**src/bfs_pkg.sv**
```systemverilog
package bfs_pkg;

  // ---------------------------------------------------------------------------
  // Clock and timing
  // ---------------------------------------------------------------------------
  localparam int CLK_HZ          = 25_000_000;
  localparam int SW_PERIOD_NS    = 2000;
  localparam int CLK_PERIOD_NS   = 40;
  localparam int SW_PERIOD_CYC   = SW_PERIOD_NS / CLK_PERIOD_NS;
  localparam int OVL_ALLOW_CYC   = 256;
  localparam int OVL_TRIP_CYC    = 257;
  localparam int RETRY_K         = 2853934;
  localparam int CSS_PF_DEFAULT  = 10000;
  // Capacitance in pF times the factor gives picoseconds times 1e-6, so microseconds.
  // The product overflows 32 bits, hence the wide intermediate.
  localparam int RETRY_US        = int'((longint'(CSS_PF_DEFAULT) * RETRY_K) / 1_000_000);
  localparam int RETRY_CYC       = RETRY_US * (CLK_HZ / 1_000_000);
  localparam int SS_RAMP_PERIODS = 512;
  localparam int SYNC_STAGES     = 2;

  // ---------------------------------------------------------------------------
  // Types
  // ---------------------------------------------------------------------------
  typedef enum logic [2:0] {
    BFS_OFF,
    BFS_SOFTSTART,
    BFS_RUN,
    BFS_RETRY_CHECK,
    BFS_RETRY_OFF,
    BFS_THERMAL
  } bfs_state_t;

  // Comparator inputs, all active high.
  typedef struct packed {
    logic pk_reached;   // high-side current reached the error-signal level
    logic over_limit;   // high-side current at or above current_limit_level
    logic ls_reverse;   // low-side current reached zero (about to reverse)
    logic fb_low_fold;  // feedback_input below 0.734 V
    logic fb_short;     // feedback_input below 0.3 V
    logic fb_low_ok;    // feedback_input below 91 % of 0.8 V
    logic ss_at_start;  // enable/soft-start pin at or above 0.7 V
    logic temp_hot;     // junction above 150 C
    logic temp_cool;    // junction back at about 130 C
  } bfs_cmp_t;

  localparam int CMP_W = $bits(bfs_cmp_t);

  // Switch commands, high side and low side.
  typedef struct packed {
    logic hs_on;
    logic ls_on;
  } bfs_drive_t;

endpackage

```
**src/bfs_sync.sv**
```systemverilog
module bfs_sync #(
  parameter int W      = 1,
  parameter int STAGES = 2
) (
  // Clock and reset
  input  wire logic         clk,
  input  wire logic         rstn,
  // Data
  input  wire logic [W-1:0] d,
  output logic      [W-1:0] q
);

  logic [W-1:0] stage_reg [STAGES];

  // ---------------------------------------------------------------------------
  // Shift chain
  // ---------------------------------------------------------------------------
  // Only the last stage is visible; earlier stages feed nothing else.
  always_ff @(posedge clk)
  begin
    if (!rstn)
    begin
      for (int i = 0; i < STAGES; i++)
        stage_reg[i] <= '0;
    end
    else
    begin
      stage_reg[0] <= d;
      for (int i = 1; i < STAGES; i++)
        stage_reg[i] <= stage_reg[i-1];
    end
  end

  assign q = stage_reg[STAGES-1];

endmodule

```
**src/bfs_sequencer.sv**
```systemverilog
// Contract
// - Each fixed switching period ends high-side conduction once the current reaches the set level.
// - Over the current limit the high-side goes off at once and the low-side holds to period end (here it turns off earlier if low-side current reaches zero).
// - While feedback is under 0.734 V in overload the switching frequency is halved.
// - Overload for up to 256 consecutive cycles starts no retry action.
// - Overload past 256 cycles runs a soft-start, then if still limiting idles for the retry time.
// - Feedback under 0.3 V before 256 overload cycles enters the retry sequence at once.
// - The retry off time equals soft-start capacitance times 2853934 seconds per farad.
// - Retry protection is disabled during start-up.
// - Soft-start holds the reference at zero until the pin reaches 0.7 V, then ramps it to 0.8 V.
// - After soft-start the enable/soft-start pin is clamped to 3.3 V (here ss_clamp is high in BFS_RUN only, not in BFS_RETRY_CHECK).
// - The open-drain output-ok pin is pulled low while feedback is under 91 % of 0.8 V.
// - Over 150 C the power stage stops, and it resumes at about 130 C.
// - Low-side current sensing stops the low-side before reverse current flows.
module bfs_sequencer
  import bfs_pkg::*;
#(
  parameter int RETRY_CYCLES = bfs_pkg::RETRY_CYC,
  parameter int SS_PERIODS   = bfs_pkg::SS_RAMP_PERIODS
) (
  // Clock and reset (enable pin together with supply_low_lockout)
  input  wire logic              clk,
  input  wire logic              rstn,
  // Comparators
  input  wire bfs_pkg::bfs_cmp_t cmp_in,
  // Switch drive
  output bfs_pkg::bfs_drive_t    drive,
  // Soft-start reference and pin clamp
  output logic [9:0]             ref_ramp,
  output logic                   ss_clamp,
  // Open-drain output_ok_flag
  output logic                   output_ok_flag_o,
  output logic                   output_ok_flag_oe,
  // Status
  output logic                   burst_retry_protection,
  output logic                   thermal_off
);

  import bfs_pkg::*;

  localparam logic [9:0]  REF_FULL = 10'h3ff;
  localparam logic [6:0]  PER_LAST = 7'(SW_PERIOD_CYC - 1);
  localparam logic [8:0]  OVL_MAX  = 9'(OVL_TRIP_CYC);
  localparam logic [8:0]  OVL_OK   = 9'(OVL_ALLOW_CYC);

  bfs_cmp_t   cmp;
  bfs_state_t state_reg;
  logic [6:0]  per_cnt_reg;
  logic        half_reg;
  logic        tick;
  logic        slow_reg;
  logic [8:0]  ovl_cnt_reg;
  logic [31:0] retry_cnt_reg;
  logic [15:0] ss_cnt_reg;
  logic        ovl_seen_reg;
  logic        retry_arm_reg;
  logic        hs_reg;
  logic        ls_reg;

  // ---------------------------------------------------------------------------
  // Input synchronisation
  // ---------------------------------------------------------------------------
  // sync comparators
  bfs_sync #(
    .W      (CMP_W),
    .STAGES (SYNC_STAGES)
  ) u_sync (
    .clk  (clk),
    .rstn (rstn),
    .d    (cmp_in),
    .q    (cmp)
  );

  function automatic logic switching(input bfs_state_t s);
    return (s == BFS_SOFTSTART) || (s == BFS_RUN) || (s == BFS_RETRY_CHECK);
  endfunction

  // ---------------------------------------------------------------------------
  // Oscillator
  // ---------------------------------------------------------------------------
  // fixed period
  always_ff @(posedge clk)
  begin
    if (!rstn)
      per_cnt_reg <= '0;
    else if (per_cnt_reg == PER_LAST)
      per_cnt_reg <= '0;
    else
      per_cnt_reg <= per_cnt_reg + 7'h01;
  end

  always_ff @(posedge clk)
  begin
    if (!rstn)
      half_reg <= 1'b0;
    else if (per_cnt_reg == PER_LAST)
      half_reg <= ~half_reg;
  end

  always_ff @(posedge clk)
  begin
    if (!rstn)
      slow_reg <= 1'b0;
    else if (tick)
      slow_reg <= ovl_seen_reg && cmp.fb_low_fold;
  end

  // With halving, every second oscillator period is skipped entirely.
  assign tick = (per_cnt_reg == PER_LAST) && (!slow_reg || half_reg);

  // ---------------------------------------------------------------------------
  // Switch drive
  // ---------------------------------------------------------------------------
  always_ff @(posedge clk)
  begin
    if (!rstn)
    begin
      hs_reg <= 1'b0;
      ls_reg <= 1'b0;
    end
    else if (!switching(state_reg))
    begin
      hs_reg <= 1'b0;
      ls_reg <= 1'b0;
    end
    else if (tick)
    begin
      hs_reg <= 1'b1;
      ls_reg <= 1'b0;
    end
    else if (hs_reg && (cmp.over_limit || cmp.pk_reached))
    begin
      hs_reg <= 1'b0;
      ls_reg <= 1'b1;
    end
    else if (ls_reg && cmp.ls_reverse)
      ls_reg <= 1'b0;
  end

  // Overload flag for the current period, cleared at each new period.
  always_ff @(posedge clk)
  begin
    if (!rstn)
      ovl_seen_reg <= 1'b0;
    else if (cmp.over_limit && switching(state_reg))
      ovl_seen_reg <= 1'b1;
    else if (tick)
      ovl_seen_reg <= 1'b0;
  end

  // ---------------------------------------------------------------------------
  // Overload counter
  // ---------------------------------------------------------------------------
  // overload tolerance
  always_ff @(posedge clk)
  begin
    if (!rstn)
      ovl_cnt_reg <= '0;
    else if (state_reg != BFS_RUN || !cmp.over_limit)
      ovl_cnt_reg <= '0;
    else if (ovl_cnt_reg != OVL_MAX)
      ovl_cnt_reg <= ovl_cnt_reg + 9'h001;
  end

  // ---------------------------------------------------------------------------
  // Sequencer
  // ---------------------------------------------------------------------------
  always_ff @(posedge clk)
  begin
    if (!rstn)
    begin
      state_reg     <= BFS_SOFTSTART;
      ss_cnt_reg    <= '0;
      retry_cnt_reg <= '0;
      retry_arm_reg <= 1'b0;
    end
    else if (cmp.temp_hot && state_reg != BFS_THERMAL)
    begin
      state_reg <= BFS_THERMAL;
    end
    else
    begin
      case (state_reg)
        BFS_OFF:
          state_reg <= BFS_SOFTSTART;
        BFS_SOFTSTART:
        begin
          if (cmp.ss_at_start && tick)
            ss_cnt_reg <= ss_cnt_reg + 16'h0001;
          if (ss_cnt_reg == 16'(SS_PERIODS))
            state_reg <= retry_arm_reg ? BFS_RETRY_CHECK : BFS_RUN;
        end
        BFS_RUN:
        begin
          if (ovl_cnt_reg == OVL_MAX
              || (cmp.fb_short && cmp.over_limit && ovl_cnt_reg < OVL_OK))
          begin
            retry_arm_reg <= 1'b1;
            ss_cnt_reg    <= '0;
            state_reg     <= BFS_SOFTSTART;
          end
        end
        BFS_RETRY_CHECK:
        begin
          retry_arm_reg <= 1'b0;
          if (cmp.over_limit)
          begin
            retry_cnt_reg <= '0;
            state_reg     <= BFS_RETRY_OFF;
          end
          else if (tick)
            state_reg <= BFS_RUN;
        end
        BFS_RETRY_OFF:
        begin
          retry_cnt_reg <= retry_cnt_reg + 32'h0000_0001;
          if (retry_cnt_reg == 32'(RETRY_CYCLES - 1))
          begin
            ss_cnt_reg <= '0;
            state_reg  <= BFS_SOFTSTART;
          end
        end
        BFS_THERMAL:
        begin
          if (cmp.temp_cool && !cmp.temp_hot)
          begin
            ss_cnt_reg <= '0;
            state_reg  <= BFS_SOFTSTART;
          end
        end
        default:
          state_reg <= BFS_OFF;
      endcase
    end
  end

  // ---------------------------------------------------------------------------
  // Registered outputs
  // ---------------------------------------------------------------------------
  always_ff @(posedge clk)
  begin
    if (!rstn)
    begin
      drive                  <= '0;
      ref_ramp               <= '0;
      ss_clamp               <= 1'b0;
      output_ok_flag_o       <= 1'b0;
      output_ok_flag_oe      <= 1'b1;
      burst_retry_protection <= 1'b0;
      thermal_off            <= 1'b0;
    end
    else
    begin
      drive.hs_on <= hs_reg;
      drive.ls_on <= ls_reg;
      if (state_reg != BFS_SOFTSTART)
        ref_ramp <= (state_reg == BFS_RETRY_OFF || state_reg == BFS_THERMAL) ? '0 : REF_FULL;
      else
        ref_ramp <= 10'((32'(ss_cnt_reg) * 32'(REF_FULL)) / 32'(SS_PERIODS));
      ss_clamp               <= (state_reg == BFS_RUN);
      output_ok_flag_o       <= 1'b0;
      output_ok_flag_oe      <= cmp.fb_low_ok || !switching(state_reg);
      burst_retry_protection <= (state_reg == BFS_RETRY_OFF) || retry_arm_reg;
      thermal_off            <= (state_reg == BFS_THERMAL);
    end
  end

  // ---------------------------------------------------------------------------
  // Checks
  // ---------------------------------------------------------------------------
  property p_limit_cut;
    @(posedge clk) disable iff (!rstn)
      hs_reg && cmp.over_limit && !tick && switching(state_reg) |=> !hs_reg && ls_reg;
  endproperty
  a_limit_cut: assert property (p_limit_cut) else $error("High-side not cut at limit.");

  property p_no_early_retry;
    @(posedge clk) disable iff (!rstn)
      state_reg == BFS_RUN && ovl_cnt_reg < OVL_OK && !cmp.fb_short && !cmp.temp_hot
      |=> state_reg == BFS_RUN;
  endproperty
  a_no_early_retry: assert property (p_no_early_retry) else $error("Retry too early.");

  property p_long_ovl;
    @(posedge clk) disable iff (!rstn)
      state_reg == BFS_RUN && ovl_cnt_reg == OVL_MAX && !cmp.temp_hot |=> state_reg == BFS_SOFTSTART;
  endproperty
  a_long_ovl: assert property (p_long_ovl) else $error("Long overload ignored.");

  property p_short;
    @(posedge clk) disable iff (!rstn)
      state_reg == BFS_RUN && cmp.fb_short && cmp.over_limit && !cmp.temp_hot |=> retry_arm_reg;
  endproperty
  a_short: assert property (p_short) else $error("Short circuit not caught.");

  property p_ss_no_retry;
    @(posedge clk) disable iff (!rstn)
      state_reg == BFS_SOFTSTART |=> ovl_cnt_reg == 9'h000 && state_reg != BFS_RETRY_OFF;
  endproperty
  a_ss_no_retry: assert property (p_ss_no_retry) else $error("Retry during start-up.");

  property p_ok_low;
    @(posedge clk) disable iff (!rstn)
      cmp.fb_low_ok |=> output_ok_flag_oe && !output_ok_flag_o;
  endproperty
  a_ok_low: assert property (p_ok_low) else $error("Output-ok not pulled low.");

  property p_thermal;
    @(posedge clk) disable iff (!rstn)
      cmp.temp_hot |=> state_reg == BFS_THERMAL ##1 !hs_reg ##1 !drive.hs_on;
  endproperty
  a_thermal: assert property (p_thermal) else $error("Thermal stop missed.");

  property p_diode;
    @(posedge clk) disable iff (!rstn)
      ls_reg && cmp.ls_reverse && !tick && !(hs_reg && cmp.over_limit) |=> !ls_reg;
  endproperty
  a_diode: assert property (p_diode) else $error("Reverse current allowed.");

  c_retry_off: cover property (@(posedge clk) disable iff (!rstn) state_reg == BFS_RETRY_OFF);
  c_run:       cover property (@(posedge clk) disable iff (!rstn) state_reg == BFS_RUN);
  c_slow:      cover property (@(posedge clk) disable iff (!rstn) slow_reg);
  c_thermal:   cover property (@(posedge clk) disable iff (!rstn) thermal_off);

endmodule

```
**config.mk**
```make
export PLATFORM = sky130hd
export DESIGN_NAME = bfs_sequencer
export DESIGN_NICKNAME = d
export VERILOG_FILES = /design/src/bfs_pkg.sv /design/src/bfs_sync.sv /design/src/bfs_sequencer.sv
export SDC_FILE = /design/constraint.sdc
export NUM_CORES = 1
export LEC_CHECK = 0
export ABC_AREA = 1
export BUFFER_PORTS_ARGS = -buffer_cell sky130_fd_sc_hd__buf_2
export CAP_MARGIN = 20
export CORE_ASPECT_RATIO = 1.1
export CORE_MARGIN = 2
export CORE_UTILIZATION = 55
export DETAILED_ROUTE_END_ITERATION = 10
export HOLD_SLACK_MARGIN = 0.08
export PLACE_DENSITY = 0.77
export RECOVER_POWER = 25
export SETUP_SLACK_MARGIN = 0.05
export SYNTH_ARGS = -nofsm -noshare
export SYNTH_HDL_FRONTEND = slang
export SYNTH_SLANG_ARGS = --single-unit
```
**constraint.sdc**
```tcl
create_clock -name clk -period 6.95 [get_ports clk]
set_input_delay 0.3475 -clock clk [delete_from_list [all_inputs] [get_ports clk]]
set_output_delay 0.3475 -clock clk [all_outputs]
set_load 0.01 [all_outputs]
```
==> results.cfg, run 1 <==
[placed_design]
dpl_cell_area_mm2 = 0.00878
gp_congestion = 0.932
io_buffers = 26
hpwl_mm = 14.6

[clock_tree]
clk_pin_slew_worst_paths_ps = 90
cts_hold_buf = 0
clk_latency_ps = 370
cts.sinks = 107
post-cts-setup-buffers = 0
cts_tree = done
cts_made_buffers = 9
htreeDepth = 3
cts_resized = 0
cts_root_buf = clkbuf_16
clockBufferDepth = 2

[logic_synthesis]
yosys_warnings = 0
syn_inst = 1180
synth_top_area_share = 0.252
synthDistinctLibCells = 40
synth_top_area_cell = dfxtp_1
synth.area.top_cells = dfxtp_1 (25%), fa_1 (16%), nand2_1 (12%)
ys_seq_area_frac = 0.252
netlist_area_mm2 = 0.00851
avgSynthCellArea_um2 = 7.21
synth_seq_cells = 107
synth_nets = 1319

[global_route]
grt_antenna_before_repair = 0
grt-ovfl-total = 0
grt_usage = 0.245
grt_pass1_vias = 6787
grt_pass1_wl_mm = 32.1
grt_max_degree = 52

[setup_path]
worstPathRequired_ps = 7180
crit_buf_inv = 4
path_cells = inv_1, fa_1, inv_1, fa_1, fa_1, fa_1, inv_1, fa_1, inv_1, ha_1, nand2_1, nor4_1, o21ai_0, nand2_1, nand2_1, nand3_1, a21oi_1
start_kind = flip-flop
worst_path_max_delay_cell = fa_1
startpoint = ss_cnt_reg[9]
crit_arrival_ps = 5280
cpLargestDelayFamily = adder cells
endpoint_kind = flip-flop
critPathMaxStageDelay_ps = 590
worstPathMaxFanout = 7
cpMostUsedCell = fa_1
crit_type = flip-flop to flip-flop
r2r_start = ss_cnt_reg[9]

[floorplanning]
die_y_um = 134
die_width_um = 123
coreArea_mm2 = 0.0151
io_pins = 28
initial_utilization = 0.563
std_cell_rows = 47
dieArea_mm2 = 0.0165

[cells_and_area]
antenna_cells = 0
design_area_mm2 = 0.00908
drive_gt1_frac = 0.0484
area_growth_pct = 6.74
post-route-util = 0.601
largest_reg_flops = 32
fin_nets = 1333

[sta]
holdWs_ps = 150
fin_crit_ps = 5060
slew_viol_final = 0
tightest_slew_ps = 1170
fin_skew_ps = 10.5
rsz0062_at_grt = no
finalSetupViolations = 0
max_freq_mhz = 198
maxSlewHeadroom = 0.221
period_share = 0.728
fin_tns_setup_ps = 0
hold_viol = 0

[power_and_ir_drop]
combPwrFrac = 0.336
internal-power_mw = 1.13
clockPowerShare = 0.288
switching_power_mw = 0.743
p_sw_frac = 0.397
irDropWorstVdd_uv = 119
p_leak_nw = 4.35
p_per_area_mw_per_mm2 = 206
seq_power_share = 0.376

[routing]
wl_per_cell_um = 13.6
num_vias = 7331
drt_wl_total_mm = 19.0
via_per_inst = 5.26
drtIter0Drc = 698
detail-route-antenna-nets = 0
route.detailed.drc = 0
dr.pass1.iters = 5

[run_status]
status = complete, no violations

[min_path]
hold_class = input port to flip-flop
hp-start = cmp_in[6]

[run]
drv_cap = 0
## cell usage in the layout (no fill, tap or decap), types with 6 or more instances in the layout
cell and n:
clkbuf_1 11, clkbuf_16 9, buf_2 15, dfxtp_1 107
xnor2_1 6, nand4_1 36, inv_1 225, a21oi_1 90
nor2_1 97, ha_1 59, nand3_1 53, nor3b_1 6
nor3_1 29, inv_2 8, o21ai_0 39, xor2_1 20
fa_1 69, nand2_1 273
## power groups by stage
| stage | clock, mW | sequential, mW | combinational, mW |
|---|---|---|---|
| after floorplan | 0 | 0.718 | 0.472 |
| after global placement | 0 | 0.715 | 0.618 |
| after detailed placement | 0 | 0.717 | 0.634 |
| after CTS | 0.551 | 0.703 | 0.636 |
| after global routing | 0.575 | 0.710 | 0.712 |
| final | 0.539 | 0.703 | 0.629 |
## worst reg2reg max path: stages (launching register included)
cell and delay [ps]:
dfxtp_1 520, inv_1 220, fa_1 590, inv_1 110, fa_1 570, fa_1 450, fa_1 550, inv_1 50
fa_1 500, inv_1 50, ha_1 350, nand2_1 140, nor4_1 350, o21ai_0 200, nand2_1 90, nand2_1 50
nand3_1 70, a21oi_1 60
## cells in the mapped netlist
library cell and instances:
a21o_1 5, a21oi_1 90, a22oi_1 1, a31oi_1 1
and3_1 1, buf_1 2, buf_2 9, buf_4 2
buf_6 1, clkbuf_1 11, clkinv_1 2, conb_1 1
dfxtp_1 107, fa_1 69, ha_1 59, inv_1 225
inv_2 8, nand2_1 273, nand2_2 3, nand3_1 53
nand3_4 1, nand3b_1 5, nand4_1 36, nor2_1 97
nor2_2 4, nor2_4 1, nor2_8 1, nor3_1 29
nor3_2 2, nor3_4 1, nor3b_1 6, nor4_1 3
nor4_4 1, o21a_1 1, o21ai_0 39, o21ai_1 1
o21ai_2 1, or2_2 2, xnor2_1 6, xor2_1 20
## cells by family after synthesis
group / share of synthesized area
other: 0.000441
XOR/XNOR: 0.0268
buffers and inverters: 0.118
AO/OA/AOI/OAI: 0.0844
AND/OR/NAND/NOR: 0.270
flip-flops: 0.252
adder cells (fa/ha/maj): 0.249
## cell type report
type	instances	area, um^2
fill	1379	6030
clock inverter	7	91.3
timing repair buffer	28	131
sequential	107	2140
multi-input combinational	813	5360
inverter	235	882
clock buffer	9	225
tap	196	245
## routing by layer
| metal | GRT usage | up-vias | share of wire |
|---|---|---|---|
| met2 | 0.399 | 179 | 0.47 |
| met5 | 0 | - | 0 |
| li1 | - | 3691 | - |
| met3 | 0.0336 | 31 | 0.043 |
| met4 | 0.0811 | 0 | 0.022 |
| met1 | 0.334 | 3430 | 0.46 |
## worst paths after layout
path | slack (ps) | endpoint | cells past startpoint
setup / recovery | 1890 | ref_ramp[6] | 17
setup reg to reg | 1890 | ref_ramp[6] | 17
hold / removal | 150 | u_sync.stage_reg[0][6] | 3
hold reg to reg | 420 | u_sync.stage_reg[0][11] | 2
## through the flow
step / setup slack, ps / instances / total power [mW]
global placement: 2040 / 1379 / 1.33
floorplan: 2470 / 1180 / 1.19
finish: 1890 / 1395 / 1.87
detailed placement: 1980 / 1379 / 1.35
CTS: 1930 / 1395 / 1.89
global route: 1570 / 1395 / 2.00
No activity file was read; power rests on OpenSTA's default activity.
==> run 2, diff against run 1 <==
--- a/config.mk
+++ b/config.mk
@@ -5,7 +5,7 @@
 export SDC_FILE = /design/constraint.sdc
 export NUM_CORES = 1
 export LEC_CHECK = 0
-export ABC_AREA = 1
+export ABC_AREA = 0
 export BUFFER_PORTS_ARGS = -buffer_cell sky130_fd_sc_hd__buf_2
 export CAP_MARGIN = 20
 export CORE_ASPECT_RATIO = 1.1
==> constraint.sdc (replaced) <==
create_clock -name clk -period 4.7 [get_ports clk]
set_input_delay 0.235 -clock clk [delete_from_list [all_inputs] [get_ports clk]]
set_output_delay 0.235 -clock clk [all_outputs]
set_load 0.01 [all_outputs]
==> run 2 against run 1 <==
Against the previous run:
- sequential power grew 32%
- synthesized cell count fell by 34%
- non-clock buffer count rose by 56
- sequential share of layout area grew 2.2 points
- design area decreased by 7.5%
- global-route usage fell by 0.96 points
==> results.cfg, run 2 <==
[cells_and_area]
final_cell_mix = inv_1 (120), dfxtp_1 (97), nor2_1 (83), fa_1 (63), buf_4 (57)
fin_nets = 992
final_common_cell = inv_1
antenna_cells = 0
design_area_mm2 = 0.00840
drive_gt1_frac = 0.166
largest_reg_flops = 32
fillerInstances = 941
post-route-util = 0.662
area_growth_pct = 16.6

[logic_synthesis]
ys_seq_area_frac = 0.297
synth_top_area_share = 0.297
synthArstFlopShare = 0
synth_ff_type = dfxtp_1
yosys_warnings = 0
netlist_area_mm2 = 0.00721
synth_top_area_cell = dfxtp_1
synth.most_common_cell = inv_1
synth_nets = 916
synth_seq_cells = 107
synth_edf_count = 0
avgSynthCellArea_um2 = 9.28
synth.area.top_cells = dfxtp_1 (30%), fa_1 (19%), ha_1 (10%)
synth_common_cells = inv_1 (129), dfxtp_1 (107), nor2_1 (83)
syn_inst = 777
synthDistinctLibCells = 56

[setup_path]
crit_type = flip-flop to flip-flop
worstPathMaxFanout = 4
endpoint_kind = flip-flop
worstPathRequired_ps = 4930
start_kind = flip-flop
crit_arrival_ps = 4920

[clock_tree]
cts.sinks = 107
clk_latency_ps = 360
clk_pin_slew_worst_paths_ps = 80
cts_made_buffers = 9
cts_hold_buf = 0
cts_root_buf = clkbuf_16
cts_tree = done
htreeDepth = 3
clockBufferDepth = 2

[power_and_ir_drop]
p_per_area_mw_per_mm2 = 228
p_leak_nw = 3.78
irDropWorstVdd_uv = 265
power.total_mw = 1.92

[sta]
fin_crit_ps = 4690
finalSetupViolations = 0
max_freq_mhz = 213
hold_viol = 0
slew_viol_final = 0
period_share = 0.999
tightest_slew_ps = 1030
fin_skew_ps = 10.3
rsz0062_at_grt = yes
holdWs_ps = 86.4
maxSlewHeadroom = 0.314

[placed_design]
hpwl_mm = 11.8
gp_congestion = 0.898
io_buffers = 26
dpl_cell_area_mm2 = 0.00782

[global_route]
grt-ovfl-total = 0
grt_pass1_wl_mm = 26.3
grt_pass1_vias = 5890
grt_antenna_before_repair = 0
grt_usage = 0.235
grt_max_degree = 33

[floorplanning]
initial_utilization = 0.568
std_cell_rows = 43
coreArea_mm2 = 0.0127
die_y_um = 124
die_width_um = 113
io_pins = 28
dieArea_mm2 = 0.0140

[routing]
drt_wl_total_mm = 15.6
detail-route-antenna-nets = 0
drtIter0Drc = 261
via_per_inst = 5.36
num_vias = 5444
route.detailed.drc = 0
wl_per_cell_um = 15.4
dr.pass1.iters = 4

[run]
drv_cap = 0

[min_path]
hold_class = input port to flip-flop

[run_status]
status = complete, no violations
## run 2: per-stage QoR
| stage | setup TNS, ps | cells | setup slack [ps] |
|---|---|---|---|
| 4_1_cts | 0 | 1012 | 22.2 |
| 3_3_place_gp | -85.6 | 985 | -41.3 |
| 5_1_grt | -788 | 1015 | -132 |
| 2_1_floorplan | 0 | 777 | 59.9 |
| 6_report | 0 | 1015 | 6.91 |
| 3_5_place_dp | -383 | 985 | -107 |
## run 2: repair_timing
action                     in CTS  in global routing
setup endpoints to repair       8                 10
pin swaps                      43                 18
setup buffers                  11                  3
resized for setup              33                  5
## run 2: kinds of logic after synthesis
kind of cell | count (synthesis) | share of synthesized area
AND/OR/NAND/NOR | 237 | 0.168
buffers and inverters | 148 | 0.0790
adder cells (fa/ha/maj) | 128 | 0.294
flip-flops | 107 | 0.297
AO/OA/AOI/OAI | 86 | 0.0764
XOR/XNOR | 69 | 0.0838
other | 1 | 0.000520
multiplexers | 1 | 0.00156
## run 2: worst max-delay path, cell delays in order (launching register included)
cell	delay (ps)
dfxtp_4	370
fa_2	600
inv_2	50
fa_1	530
inv_1	50
fa_2	460
fa_1	490
inv_1	60
fa_1	510
inv_1	50
ha_1	230
a21o_1	200
a21oi_4	150
o21ai_2	80
a211o_1	310
a31oi_1	170
xor2_1	160
a21oi_1	80
## run 2: power by group
part           total [mW]  internal [mW]  switching [mW]
clock               0.921          0.577           0.344
sequential          0.926          0.916         0.00993
combinational      0.0727         0.0294          0.0433
total                1.92           1.52           0.397
## run 2: final cells by class
cell class | count | area (um^2) | area share
Sequential cell | 107 | 2170 | 0.258
Inverter | 129 | 484 | 0.0576
Tap cell | 157 | 196 | 0.0234
Multi-Input combinational cell | 522 | 4630 | 0.551
Clock buffer | 10 | 229 | 0.0272
Timing Repair Buffer | 84 | 559 | 0.0665
Clock inverter | 6 | 136 | 0.0162
## run 2: routing by layer
layer	GRT usage	vias up	share of wire
li1	-	2631	-
met1	0.271	2631	0.40
met2	0.433	149	0.53
met3	0.0287	33	0.045
met4	0.117	0	0.029
met5	0	-	0
## run 2: final timing paths
kind	from	endpoint	slack [ps]	depth (start not counted)
setup / recovery	ss_cnt_reg[8]	ref_ramp[8]	7	17
hold / removal	cmp_in[2]	u_sync.stage_reg[0][2]	90	2
setup reg to reg	ss_cnt_reg[8]	ref_ramp[8]	7	17
hold reg to reg	u_sync.stage_reg[0][4]	u_sync.stage_reg[0][13]	440	1
